## config.mk

```make
export PLATFORM = sky130hd
export DESIGN_NAME = gpc_port
export DESIGN_NICKNAME = d
export VERILOG_FILES = /design/src/gpc_pkg.sv /design/src/gpc_qualifier.sv /design/src/gpc_port.sv
export SDC_FILE = /design/constraint.sdc
export NUM_CORES = 1
export LEC_CHECK = 0
export BUFFER_PORTS_ARGS = -buffer_cell sky130_fd_sc_hd__buf_2
export CAP_MARGIN = 20
export CORE_MARGIN = 2
export CORE_UTILIZATION = 30
export CTS_BUF_LIST = sky130_fd_sc_hd__clkbuf_8
export DETAILED_ROUTE_END_ITERATION = 6
export SYNTH_ARGS = -nofsm -noshare
export SYNTH_HDL_FRONTEND = slang
export SYNTH_SLANG_ARGS = --single-unit
```

## constraint.sdc

```tcl
create_clock -name hclk -period 2.8 [get_ports hclk]
set_clock_uncertainty 0.15 [all_clocks]
set_input_delay 0.42 -clock hclk [delete_from_list [all_inputs] [get_ports hclk]]
set_output_delay 0.42 -clock hclk [all_outputs]
set_load 0.005 [all_outputs]
```

## src/gpc_pkg.sv

```systemverilog
// shared constants for the port c mux and input qualification block
package gpc_pkg;
	// pin counts
	localparam int GPC_NPINS = 24;
	localparam int GPC_NDATA = 16;
	localparam int GPC_NADDR = 8;
	localparam int GPC_GROUP = 8;
	localparam int GPC_NGROUPS = 3;
	// register byte offsets
	localparam logic [7:0] GPC_OFS_FSEL_LOW = 8'h00;
	localparam logic [7:0] GPC_OFS_FSEL_HIGH = 8'h04;
	localparam logic [7:0] GPC_OFS_DIRECTION = 8'h08;
	localparam logic [7:0] GPC_OFS_PIN_VALUE = 8'h0c;
	localparam logic [7:0] GPC_OFS_QSEL_LOW = 8'h10;
	localparam logic [7:0] GPC_OFS_QSEL_HIGH = 8'h14;
	localparam logic [7:0] GPC_OFS_QUAL_CTRL = 8'h18;
	// reset values
	localparam logic [31:0] GPC_RST_FSEL_LOW = 32'h0000_0000;
	localparam logic [15:0] GPC_RST_FSEL_HIGH = 16'h0000;
	localparam logic [23:0] GPC_RST_DIRECTION = 24'h00_0000;
	localparam logic [23:0] GPC_RST_DOUT = 24'h00_0000;
	localparam logic [31:0] GPC_RST_QSEL_LOW = 32'h0000_0000;
	localparam logic [15:0] GPC_RST_QSEL_HIGH = 16'h0000;
	localparam logic [23:0] GPC_RST_QUAL_CTRL = 24'h00_0000;
	// field layout of the qualification control register
	localparam int GPC_PRD_WIDTH = 8;
	localparam int GPC_PRD_POS0 = 0;
	// level seen by the bus controller on a data line whose pin is not routed to it
	localparam logic [15:0] GPC_XD_DEFAULT = 16'h0000;
	// window lengths in samples
	localparam int GPC_WIN_SHORT = 3;
	localparam int GPC_WIN_LONG = 6;
	// qualification modes
	typedef enum logic [1:0] {
		GPC_Q_SYNC = 2'h0,
		GPC_Q_WIN3 = 2'h1,
		GPC_Q_WIN6 = 2'h2,
		GPC_Q_RAW = 2'h3
	} gpc_qmode_e;
endpackage : gpc_pkg

```

## src/gpc_qualifier.sv

```systemverilog
// one pin's input qualifier: sync only, 3- or 6-sample window, or raw pass-through
module gpc_qualifier
	import gpc_pkg::*;
(
	// clock and reset
	input wire logic hclk,
	input wire logic hresetn,
	// pin side
	input wire logic sync_in,
	input wire logic raw_in,
	// control
	input wire logic [1:0] qmode,
	input wire logic sample_tick,
	// result
	output logic qual_out
);

	logic [GPC_WIN_LONG-1:0] samples;
	logic held;
	logic all3_hi;
	logic all3_lo;
	logic all6_hi;
	logic all6_lo;

	// samples shift in once per programmed period
	always_ff @(posedge hclk or negedge hresetn) begin
		if (!hresetn) begin
			samples <= '0;
		end else if (sample_tick) begin
			samples <= {samples[GPC_WIN_LONG-2:0], sync_in};
		end
	end

	assign all3_hi = &samples[GPC_WIN_SHORT-1:0];
	assign all3_lo = ~|samples[GPC_WIN_SHORT-1:0];
	assign all6_hi = &samples;
	assign all6_lo = ~|samples;

	// in window modes the filtered level changes only on a unanimous window; in sync and raw modes it follows sync_in
	always_ff @(posedge hclk or negedge hresetn) begin
		if (!hresetn) begin
			held <= 1'b0;
		end else begin
			unique case (gpc_qmode_e'(qmode))
				GPC_Q_WIN3: begin
					if (all3_hi) held <= 1'b1;
					else if (all3_lo) held <= 1'b0;
				end
				GPC_Q_WIN6: begin
					if (all6_hi) held <= 1'b1;
					else if (all6_lo) held <= 1'b0;
				end
				GPC_Q_SYNC, GPC_Q_RAW: begin
					held <= sync_in;
				end
			endcase
		end
	end

	// output path per mode
	always_comb begin
		unique case (gpc_qmode_e'(qmode))
			GPC_Q_SYNC: qual_out = sync_in;
			GPC_Q_WIN3, GPC_Q_WIN6: qual_out = held;
			GPC_Q_RAW: qual_out = raw_in;
		endcase
	end
endmodule : gpc_qualifier

```

## src/gpc_port.sv

```systemverilog
// port c pin function mux, gpio input qualification and ahb-lite register slave
// Operation
// - pins 0-15 use low select field 2n+1:2n; 1x picks bidirectional data line 15-n.
// - pins 16-23 use high select field 2k+1:2k; 1x drives address line k.
// - every gpio pin has its own 2-bit qualification selector in two registers.
// - selector 00 only synchronises the input and is the reset value.
// - selectors 01 and 10 synchronise, then filter through a sampling window.
// - sample period comes from a control field, one per group of eight pins.
// - period sets the sample interval as a multiple of clock cycles.
// - window holds three or six consecutive samples depending on mode.
// - output changes only when all window samples agree; else it holds.
// - selector 11 passes the raw pin input with no synchronisation.
// - an unrouted peripheral input sits at a fixed default level.
// - input routing decides which selected pin drives each peripheral input.
//
// Decided for this implementation: register access over AHB-Lite and the register offsets.
module gpc_port
	import gpc_pkg::*;
(
	// clock and reset
	input wire logic hclk,
	input wire logic hresetn,
	// ahb-lite slave
	input wire logic hsel,
	input wire logic [31:0] haddr,
	input wire logic [1:0] htrans,
	input wire logic hwrite,
	input wire logic [2:0] hsize,
	input wire logic [31:0] hwdata,
	input wire logic hready,
	output logic [31:0] hrdata,
	output logic hreadyout,
	output logic hresp,
	// port c pins
	input wire logic [GPC_NPINS-1:0] pin_in,
	output logic [GPC_NPINS-1:0] pin_out,
	output logic [GPC_NPINS-1:0] pin_oe_n,
	// external bus controller
	input wire logic [GPC_NDATA-1:0] ext_bus_data_line_out,
	input wire logic ext_bus_data_drive,
	output logic [GPC_NDATA-1:0] ext_bus_data_line_in,
	input wire logic [GPC_NADDR-1:0] ext_bus_addr_line
);

	// registers
	logic [31:0] portc_function_select_low;
	logic [15:0] portc_function_select_high;
	logic [GPC_NPINS-1:0] portc_direction;
	logic [GPC_NPINS-1:0] portc_out_latch;
	logic [31:0] input_qual_selector_low;
	logic [15:0] input_qual_selector_high;
	logic [GPC_NGROUPS*GPC_PRD_WIDTH-1:0] port_qual_control;

	// bus state
	logic wr_pend;
	logic [7:0] wr_addr;
	logic addr_valid;
	logic [31:0] next_hrdata;

	// input paths
	logic [GPC_NPINS-1:0] sync1;
	logic [GPC_NPINS-1:0] sync2;
	logic [GPC_NPINS-1:0] portc_pin_value;
	logic [GPC_NPINS-1:0] ext_sel;
	logic [GPC_NGROUPS-1:0] grp_tick;
	logic [GPC_NPINS*2-1:0] qsel_all;

	// field of two bits for index idx
	function automatic logic [1:0] field2(input logic [31:0] word, input int idx);
		field2 = word[2*idx +: 2];
	endfunction : field2

	// sample interval in cycles: 1 for period 0, else twice the period
	function automatic logic [GPC_PRD_WIDTH:0] interval(input logic [GPC_PRD_WIDTH-1:0] prd);
		if (prd == '0) interval = {{GPC_PRD_WIDTH{1'b0}}, 1'b1};
		else interval = {prd, 1'b0};
	endfunction : interval

	// ahb-lite: zero wait state, always okay
	assign hreadyout = 1'b1;
	assign hresp = 1'b0;
	assign addr_valid = hsel && htrans[1] && hready;

	// capture of write address phase
	always_ff @(posedge hclk or negedge hresetn) begin
		if (!hresetn) begin
			wr_pend <= 1'b0;
			wr_addr <= 8'h00;
		end else begin
			wr_pend <= addr_valid && hwrite;
			wr_addr <= haddr[7:0];
		end
	end

	// read data chosen in the address phase and held in a register
	always_comb begin
		next_hrdata = 32'h0000_0000;
		unique case (haddr[7:0])
			GPC_OFS_FSEL_LOW: next_hrdata = portc_function_select_low;
			GPC_OFS_FSEL_HIGH: next_hrdata = {16'h0000, portc_function_select_high};
			GPC_OFS_DIRECTION: next_hrdata = {8'h00, portc_direction};
			GPC_OFS_PIN_VALUE: next_hrdata = {8'h00, portc_pin_value};
			GPC_OFS_QSEL_LOW: next_hrdata = input_qual_selector_low;
			GPC_OFS_QSEL_HIGH: next_hrdata = {16'h0000, input_qual_selector_high};
			GPC_OFS_QUAL_CTRL: next_hrdata = {8'h00, port_qual_control};
			default: next_hrdata = 32'h0000_0000;
		endcase
	end

	always_ff @(posedge hclk or negedge hresetn) begin
		if (!hresetn) begin
			hrdata <= 32'h0000_0000;
		end else if (addr_valid && !hwrite) begin
			hrdata <= next_hrdata;
		end
	end

	// function select registers
	always_ff @(posedge hclk or negedge hresetn) begin
		if (!hresetn) begin
			portc_function_select_low <= GPC_RST_FSEL_LOW;
			portc_function_select_high <= GPC_RST_FSEL_HIGH;
		end else if (wr_pend) begin
			if (wr_addr == GPC_OFS_FSEL_LOW) portc_function_select_low <= hwdata;
			if (wr_addr == GPC_OFS_FSEL_HIGH) portc_function_select_high <= hwdata[15:0];
		end
	end

	// direction and output latch
	always_ff @(posedge hclk or negedge hresetn) begin
		if (!hresetn) begin
			portc_direction <= GPC_RST_DIRECTION;
			portc_out_latch <= GPC_RST_DOUT;
		end else if (wr_pend) begin
			if (wr_addr == GPC_OFS_DIRECTION) portc_direction <= hwdata[GPC_NPINS-1:0];
			if (wr_addr == GPC_OFS_PIN_VALUE) portc_out_latch <= hwdata[GPC_NPINS-1:0];
		end
	end

	// qualification selectors and periods
	always_ff @(posedge hclk or negedge hresetn) begin
		if (!hresetn) begin
			input_qual_selector_low <= GPC_RST_QSEL_LOW;
			input_qual_selector_high <= GPC_RST_QSEL_HIGH;
			port_qual_control <= GPC_RST_QUAL_CTRL;
		end else if (wr_pend) begin
			if (wr_addr == GPC_OFS_QSEL_LOW) input_qual_selector_low <= hwdata;
			if (wr_addr == GPC_OFS_QSEL_HIGH) input_qual_selector_high <= hwdata[15:0];
			if (wr_addr == GPC_OFS_QUAL_CTRL) begin
				port_qual_control <= hwdata[GPC_NGROUPS*GPC_PRD_WIDTH-1:0];
			end
		end
	end

	assign qsel_all = {input_qual_selector_high, input_qual_selector_low};

	// two-stage synchroniser on every pin
	always_ff @(posedge hclk or negedge hresetn) begin
		if (!hresetn) begin
			sync1 <= '0;
			sync2 <= '0;
		end else begin
			sync1 <= pin_in;
			sync2 <= sync1;
		end
	end

	// per-group sample tick counters
	generate
		for (genvar g = 0; g < GPC_NGROUPS; g++) begin : g_tick
			logic [GPC_PRD_WIDTH-1:0] prd;
			logic [GPC_PRD_WIDTH:0] cnt;
			assign prd = port_qual_control[GPC_PRD_POS0 + g*GPC_PRD_WIDTH +: GPC_PRD_WIDTH];
			always_ff @(posedge hclk or negedge hresetn) begin
				if (!hresetn) begin
					cnt <= '0;
				end else if (cnt + 1'b1 >= interval(prd)) begin
					cnt <= '0;
				end else begin
					cnt <= cnt + 1'b1;
				end
			end
			assign grp_tick[g] = (cnt + 1'b1 >= interval(prd));
		end
	endgenerate

	// qualifier per pin
	generate
		for (genvar p = 0; p < GPC_NPINS; p++) begin : g_pin
			gpc_qualifier u_qual (
				.hclk(hclk),
				.hresetn(hresetn),
				.sync_in(sync2[p]),
				.raw_in(pin_in[p]),
				.qmode(qsel_all[2*p +: 2]),
				.sample_tick(grp_tick[p / GPC_GROUP]),
				.qual_out(portc_pin_value[p])
			);
		end
	endgenerate

	// external function selects from the upper bit of each field
	always_comb begin
		for (int n = 0; n < GPC_NDATA; n++) begin
			ext_sel[n] = field2(portc_function_select_low, n) >= 2'h2;
		end
		for (int k = 0; k < GPC_NADDR; k++) begin
			ext_sel[GPC_NDATA + k] = field2({16'h0000, portc_function_select_high}, k) >= 2'h2;
		end
	end

	// data-line pins: bidirectional external data or gpio; address-line pins: external address or gpio
	always_comb begin
		for (int n = 0; n < GPC_NDATA; n++) begin
			if (ext_sel[n]) begin
				pin_out[n] = ext_bus_data_line_out[GPC_NDATA-1-n];
				pin_oe_n[n] = ~ext_bus_data_drive;
			end else begin
				pin_out[n] = portc_out_latch[n];
				pin_oe_n[n] = ~portc_direction[n];
			end
		end
		for (int k = 0; k < GPC_NADDR; k++) begin
			if (ext_sel[GPC_NDATA + k]) begin
				pin_out[GPC_NDATA + k] = ext_bus_addr_line[k];
				pin_oe_n[GPC_NDATA + k] = 1'b0;
			end else begin
				pin_out[GPC_NDATA + k] = portc_out_latch[GPC_NDATA + k];
				pin_oe_n[GPC_NDATA + k] = ~portc_direction[GPC_NDATA + k];
			end
		end
	end

	// bus controller data inputs: synchronised pin when routed, default otherwise
	always_comb begin
		for (int n = 0; n < GPC_NDATA; n++) begin
			if (ext_sel[n]) begin
				ext_bus_data_line_in[GPC_NDATA-1-n] = sync2[n];
			end else begin
				ext_bus_data_line_in[GPC_NDATA-1-n] = GPC_XD_DEFAULT[GPC_NDATA-1-n];
			end
		end
	end
endmodule : gpc_port

```

# Word-level counts from Yosys, hierarchy flattened
# Index checks and enable logic that the tools add are counted.
# classes
n_addsub	3
mul	0
n_div	0
magnitude_cmp	27
n_eq_ne	132
shifts	0
muxes	215
bitwise	25
reduce_logical	209
# op_table
op	count
$pmux 32 s7	1
$mux 1	160
$ne 3x2->1 const B	48
$pmux 1 s3	48
$reduce_and 6->1	24
$reduce_or 6->1	24
$eq 2x2->1 const B	48
$reduce_or 2->1	48
$reduce_and 3->1	24
$reduce_or 3->1	24
$reduce_and 2->1	31
$mux 9	6
$eq 2x1->1 const B	24
$eq 8x5->1 const B	6
$ge 2x2->1 const B	24
$logic_not 2->1	24
$logic_not 8->1	5
$eq 8x4->1 const B	4
$add 9x1->9 const B	3
$ge 9x9->1	3
$not 1->1	25
$eq 8x3->1 const B	2
$logic_and 1x1->1	4
$logic_not 1->1	1
# totals
ff_bits	452
latchBits	0
ram_bits	0
mem_bits_ro	0
in_bits	123
output_inout_bits	98
elab_cells	674
memories	0

# Logic depth before layout (Yosys ltp)
# logic_depth
ltp_word	4
mapped_depth	11
mapped_depth_nobuf	9

# By module
# Synthesis repeated with hierarchy kept, for this count alone.
# hier_totals
hier_cells	1743
hier_area_um2	22374.0
# modules_own_cells
mod	instances	cells_each	area_per_inst_um2	seq_area_each_um2
gpc_port	1	975	12734.7	7106.8
gpc_qualifier	24	32	401.6	175.2

# Worst setup path before layout
# Ideal clock, no wire load.
# synth_timing
kind	register to register
from	reg g_tick[0].cnt[2]
to	reg g_pin[0].u_qual.samples[0]
setup_ps	125
t_arrival_ps	2307
t_required_ps	2525
slack_ps	219
stages_incl_launch_ff	12
n_path_buf	2
period_less_slack_ps	2581
path_cell_list	dfrtp_1 -> and2_1 -> and3_1 -> nand4_1 -> xnor2_1 -> ha_1 -> a21oi_1 -> o21ai_0 -> a21oi_1 -> buf_4 -> buf_4 -> mux2_2
# synth_between
elab_chain_len	2
# synth_lines
item	line_no	rtl
from (decl)	gpc_port.sv:172	logic [GPC_PRD_WIDTH:0] cnt;
from (signal assigned)	gpc_port.sv:180	cnt <= cnt + 1'b1;
$add 9x1->9	gpc_port.sv:183	assign grp_tick[g] = (cnt + 1'b1 >= interval(prd));
$ge 9x9->1	gpc_port.sv:183	
to (signal assigned)	gpc_qualifier.sv:30	samples <= {samples[GPC_WIN_LONG-2:0], sync_in};
to (decl)	gpc_qualifier.sv:18	logic [GPC_WIN_LONG-1:0] samples;
# Every way passes these cells.
# A chain may end at the register's enable or synchronous reset.

# Final worst setup path
# layout_timing
from	reg g_tick[2].cnt[2]
to	reg g_pin[16].u_qual.samples[3]
# layout_between
elab_chain_len	2
# layout_lines
item	line_no
from (decl)	gpc_port.sv:172
from (signal assigned)	gpc_port.sv:180
$add 9x1->9	gpc_port.sv:183
$ge 9x9->1	gpc_port.sv:183
to (signal assigned)	gpc_qualifier.sv:30
to (decl)	gpc_qualifier.sv:18
# Every way passes these cells.

==> reports/summary.md <==
The run finished with clean final reports. By area the synthesized netlist is led by sky130_fd_sc_hd__dfrtp_1 51%, sky130_fd_sc_hd__mux2_2 17%, sky130_fd_sc_hd__ha_1 8.4%. The worst hold path begins at hwdata[7]. Detailed placement ended at an HPWL of 47.5 mm. Walking the worst path, the cells encountered are and2_4, and3_4, nand2_1, xnor2_1, ha_1, a21oi_1, o21ai_2, a21oi_4, buf_6, clkbuf_16, mux2_2.

The share of layout cells above drive strength 1 came out at 0.348. Ranked by instance count, the synthesized netlist is headed by 452 x sky130_fd_sc_hd__dfrtp_1, 341 x sky130_fd_sc_hd__mux2_2, 150 x sky130_fd_sc_hd__ha_1. The leakage power was 13.1 nW; the synthesized cell area was 0.0223 mm^2. The logs give 0.167 for the overall track demand over capacity in global routing and 16,400 for the detailed-route via count. For the routability congestion estimate, the log shows 0.866. Total length of routed wires: 66.0 mm. STA classifies the critical path endpoint as a flip-flop. Summed over all layers, the global routing overflow is 0. For the clock latency reported for the late side of the worst-skew pair, the log shows 670 ps. Cell with the most instances after synthesis: sky130_fd_sc_hd__dfrtp_1. The worst setup path is of the reg -> reg kind. Setup repair after global routing could not meet its margin everywhere. The most critical setup path has its startpoint at g_tick[2].cnt[2]. Data required time of the worst path: 3190 ps. The top flip-flop cell by instance count after synthesis is sky130_fd_sc_hd__dfrtp_1. The critical path's largest stage delay works out to 370 ps.

Measured along the x axis, the die boundary spans 277 um. The tools report the number of antenna violations at the first check in global routing as 9. The number of pins with negative max-slew slack in the final report was 0; the number of detailed-route iterations in the first pass was 5. The worst setup path is launched from a flip-flop. The number of failing hold endpoints at the final stage is 0. The layout overhead on the synthesized area is 23.6%, and the worst setup slack after layout is 68.2 ps.

The via density per instance works out to 5.12. The share of the synthesized area in the top cell type is 0.508, and the synthesized flop and latch total is 452. Static timing analysis puts the maximum clock frequency at 366 MHz.

The filler cells instantiated in the layout total 7,076. The clock net in this run drives a total of 452 sinks. The synthesized netlist contains 55 unique library cells. The count of port buffers added during placement was 190; the count of nets after finishing was 2,455.

The class of the most critical hold timing path is in -> reg. Dividing the synthesized area by the synthesized cell count gives 12.3 um^2. For this design, the slowest cell found on the critical path is sky130_fd_sc_hd__dfrtp_1.

The area taken by multi-input logic gates is 0.0105 mm^2. The number of nets still failing antenna checks after routing came out at 0. The CTS root buffer is sky130_fd_sc_hd__clkbuf_8. TritonCTS built the clock tree. The worst-case setup slack after placement is -14.9 ps. Entering global routing, the biggest net connects 80 pins. The total of warnings raised by yosys was 0.

The fraction of the core area covered by cells at the end of the flow is 0.376. The tools report the headroom to the max-slew limit as 0.480. The run gives 0 as the detailed-route DRC error count. The average wire length per cell after detail routing works out to 20.6 um. The setup-violating endpoint count in the final report is 0.

The final hold slack is 61.1 ps, and the number of buffers created by CTS is 83. At the worst endpoint, the arrival time is 3120 ps. The share of synthesized registers carrying an async set or reset came out at 1.00.

In this run the power density over the cells is 684 mW/mm^2. In this run the deepest clock path goes through 3 buffers. The post-route clock period utilization works out to 0.976.

Reg-to-reg startpoint: g_tick[2].cnt[2]. The tools report the number of cells produced by synthesis as 1,818. The top fanout value on the critical path is 5, and the number of enable flip-flop cells after synthesis is 0. Max-cap violations in this run came to 0.

In this run the core area contains 99 standard-cell rows. Number of global-route vias before repair: 16,700. The most area-hungry cell type in the Yosys netlist is sky130_fd_sc_hd__dfrtp_1. CTS built an H-tree with a depth of 3.

The time the worst path needs with I/O delays and setup works out to 2730 ps. The first global-routing pass estimated 98.9 mm of wire. After routing, the total negative slack on setup checks comes to 0 ps. After floorplanning, the core was sized to cover 0.0732 mm^2. For this design the top-level I/O count stands at 221. For the pin with the worst max-slew slack, the measured transition is 780 ps.

Across the VDD grid, the largest voltage drop is 0.000352 V. The clock-pin slew of the registers on the worst-case setup and hold paths was 60 ps; the sequential standard cell area was 0.0113 mm^2. In this run, the number of DRC markers left after iteration 0 of detailed routing was 1,066.

The net count of the mapped netlist is 2,091. Starting utilization of the core area: 0.304. The die height came out at 277 um. For the fraction of the yosys area taken by sequential cells, the log shows 0.508. For the die outline area, the log shows 0.0765 mm^2.
==> power by group <==
| part | switching (mW) | internal (mW) | total (mW) |
|---|---|---|---|
| sequential | 0.955 | 7.56 | 8.52 |
| combinational | 1.98 | 2.21 | 4.18 |
| clock | 2.84 | 3.32 | 6.15 |
==> routing by layer <==
| layer | vias up | GRT usage | part of all wire |
|---|---|---|---|
| met3 | 99 | 0.0447 | 0.074 |
| met4 | 6 | 0.0544 | 0.027 |
| li1 | 7358 | - | - |
| met5 | - | 0 | 0.00062 |
| met1 | 8397 | 0.219 | 0.43 |
| met2 | 533 | 0.268 | 0.46 |
==> layout by cell type (no fill, tap or decap), types with 15 or more instances in the layout <==
master,count
sky130_fd_sc_hd__a21oi_1,89
sky130_fd_sc_hd__a22oi_1,31
sky130_fd_sc_hd__a41oi_1,24
sky130_fd_sc_hd__and2_1,41
sky130_fd_sc_hd__buf_12,17
sky130_fd_sc_hd__buf_2,189
sky130_fd_sc_hd__buf_4,56
sky130_fd_sc_hd__clkbuf_8,100
sky130_fd_sc_hd__dfrtp_1,452
sky130_fd_sc_hd__dlygate4sd3_1,59
sky130_fd_sc_hd__ha_1,147
sky130_fd_sc_hd__inv_1,113
sky130_fd_sc_hd__mux2_2,341
sky130_fd_sc_hd__mux2i_1,39
sky130_fd_sc_hd__nand2_1,79
sky130_fd_sc_hd__nand3_1,59
sky130_fd_sc_hd__nand4_1,16
sky130_fd_sc_hd__nor2_1,52
sky130_fd_sc_hd__nor3_1,36
sky130_fd_sc_hd__nor4_1,25
sky130_fd_sc_hd__o21ai_0,68
sky130_fd_sc_hd__or3_1,27
sky130_fd_sc_hd__xnor2_1,15
==> final cells by class <==
cell class                      instances  share of cell area
Sequential cell                       452               0.411
Inverter                               83              0.0113
Antenna cell                            3            0.000273
Timing Repair Buffer                  338              0.0956
Clock inverter                         45             0.00822
Multi-Input combinational cell       1224               0.380
Tap cell                              959              0.0436
Clock buffer                          100              0.0500
==> worst max-delay path, delay by kind of cell, from the launching register on <==
kind	cells	cell delay [ps]
xor+xnor	1	230
buf+inv	2	340
fa+ha+maj	1	290
compound gates	3	450
mux	1	340
flops	1	370
simple gates	3	410
==> sequential cells by signal (all words and copies together), names as in the netlist <==
register / flops
g_pin.u_qual.held: 24
sync2: 24
portc_function_select_low: 32
sync1: 24
g_tick.cnt: 27
input_qual_selector_low: 32
hrdata: 32
portc_function_select_high: 16
port_qual_control: 24
g_pin.u_qual.samples: 144
input_qual_selector_high: 16
portc_direction: 24
wr_pend: 1
wr_addr: 8
portc_out_latch: 24
==> cell families after synthesis <==
family,after synthesis,synth area share
other cells,2,0.000337
mux,395,0.204
fa+ha+maj,150,0.0842
xor+xnor,21,0.00825
compound gates,284,0.0807
simple gates,372,0.0866
flops,452,0.508
buf+inv,142,0.0283
==> timing repair <==
item	in CTS	in global routing
hold buffers	59	0
gates resized for setup	4	28
setup buffers	4	9
gates cloned	1	13
hold endpoints to repair	206	0
endpoints found under the setup margin	86	144
pin swaps	0	13
==> path summary, 6_finish.rpt <==
kind | to | slack (ps) | cells past startpoint
worst max-delay path | g_pin[16].u_qual.samples[3] | 70 | 11
worst min-delay path | portc_direction[7] | 60 | 2
worst max register to register | g_pin[16].u_qual.samples[3] | 70 | 11
worst min register to register | sync2[22] | 190 | 0
max in group asynchronous | g_pin[0].u_qual.samples[2] | 1430 | 3
min in group asynchronous | g_pin[9].u_qual.samples[3] | 200 | 2
==> metrics by stage <==
step | total power [mW] | cells | instance area [um^2]
3_3_place_gp | 12.0 | 2970 | 24800
3_5_place_dp | 12.3 | 2970 | 24800
6_report | 18.9 | 3204 | 27500
2_1_floorplan | 10.9 | 1818 | 22300
4_1_cts | 18.6 | 3179 | 27100
5_1_grt | 19.9 | 3203 | 27500
Power figures use the tool's default switching activity.
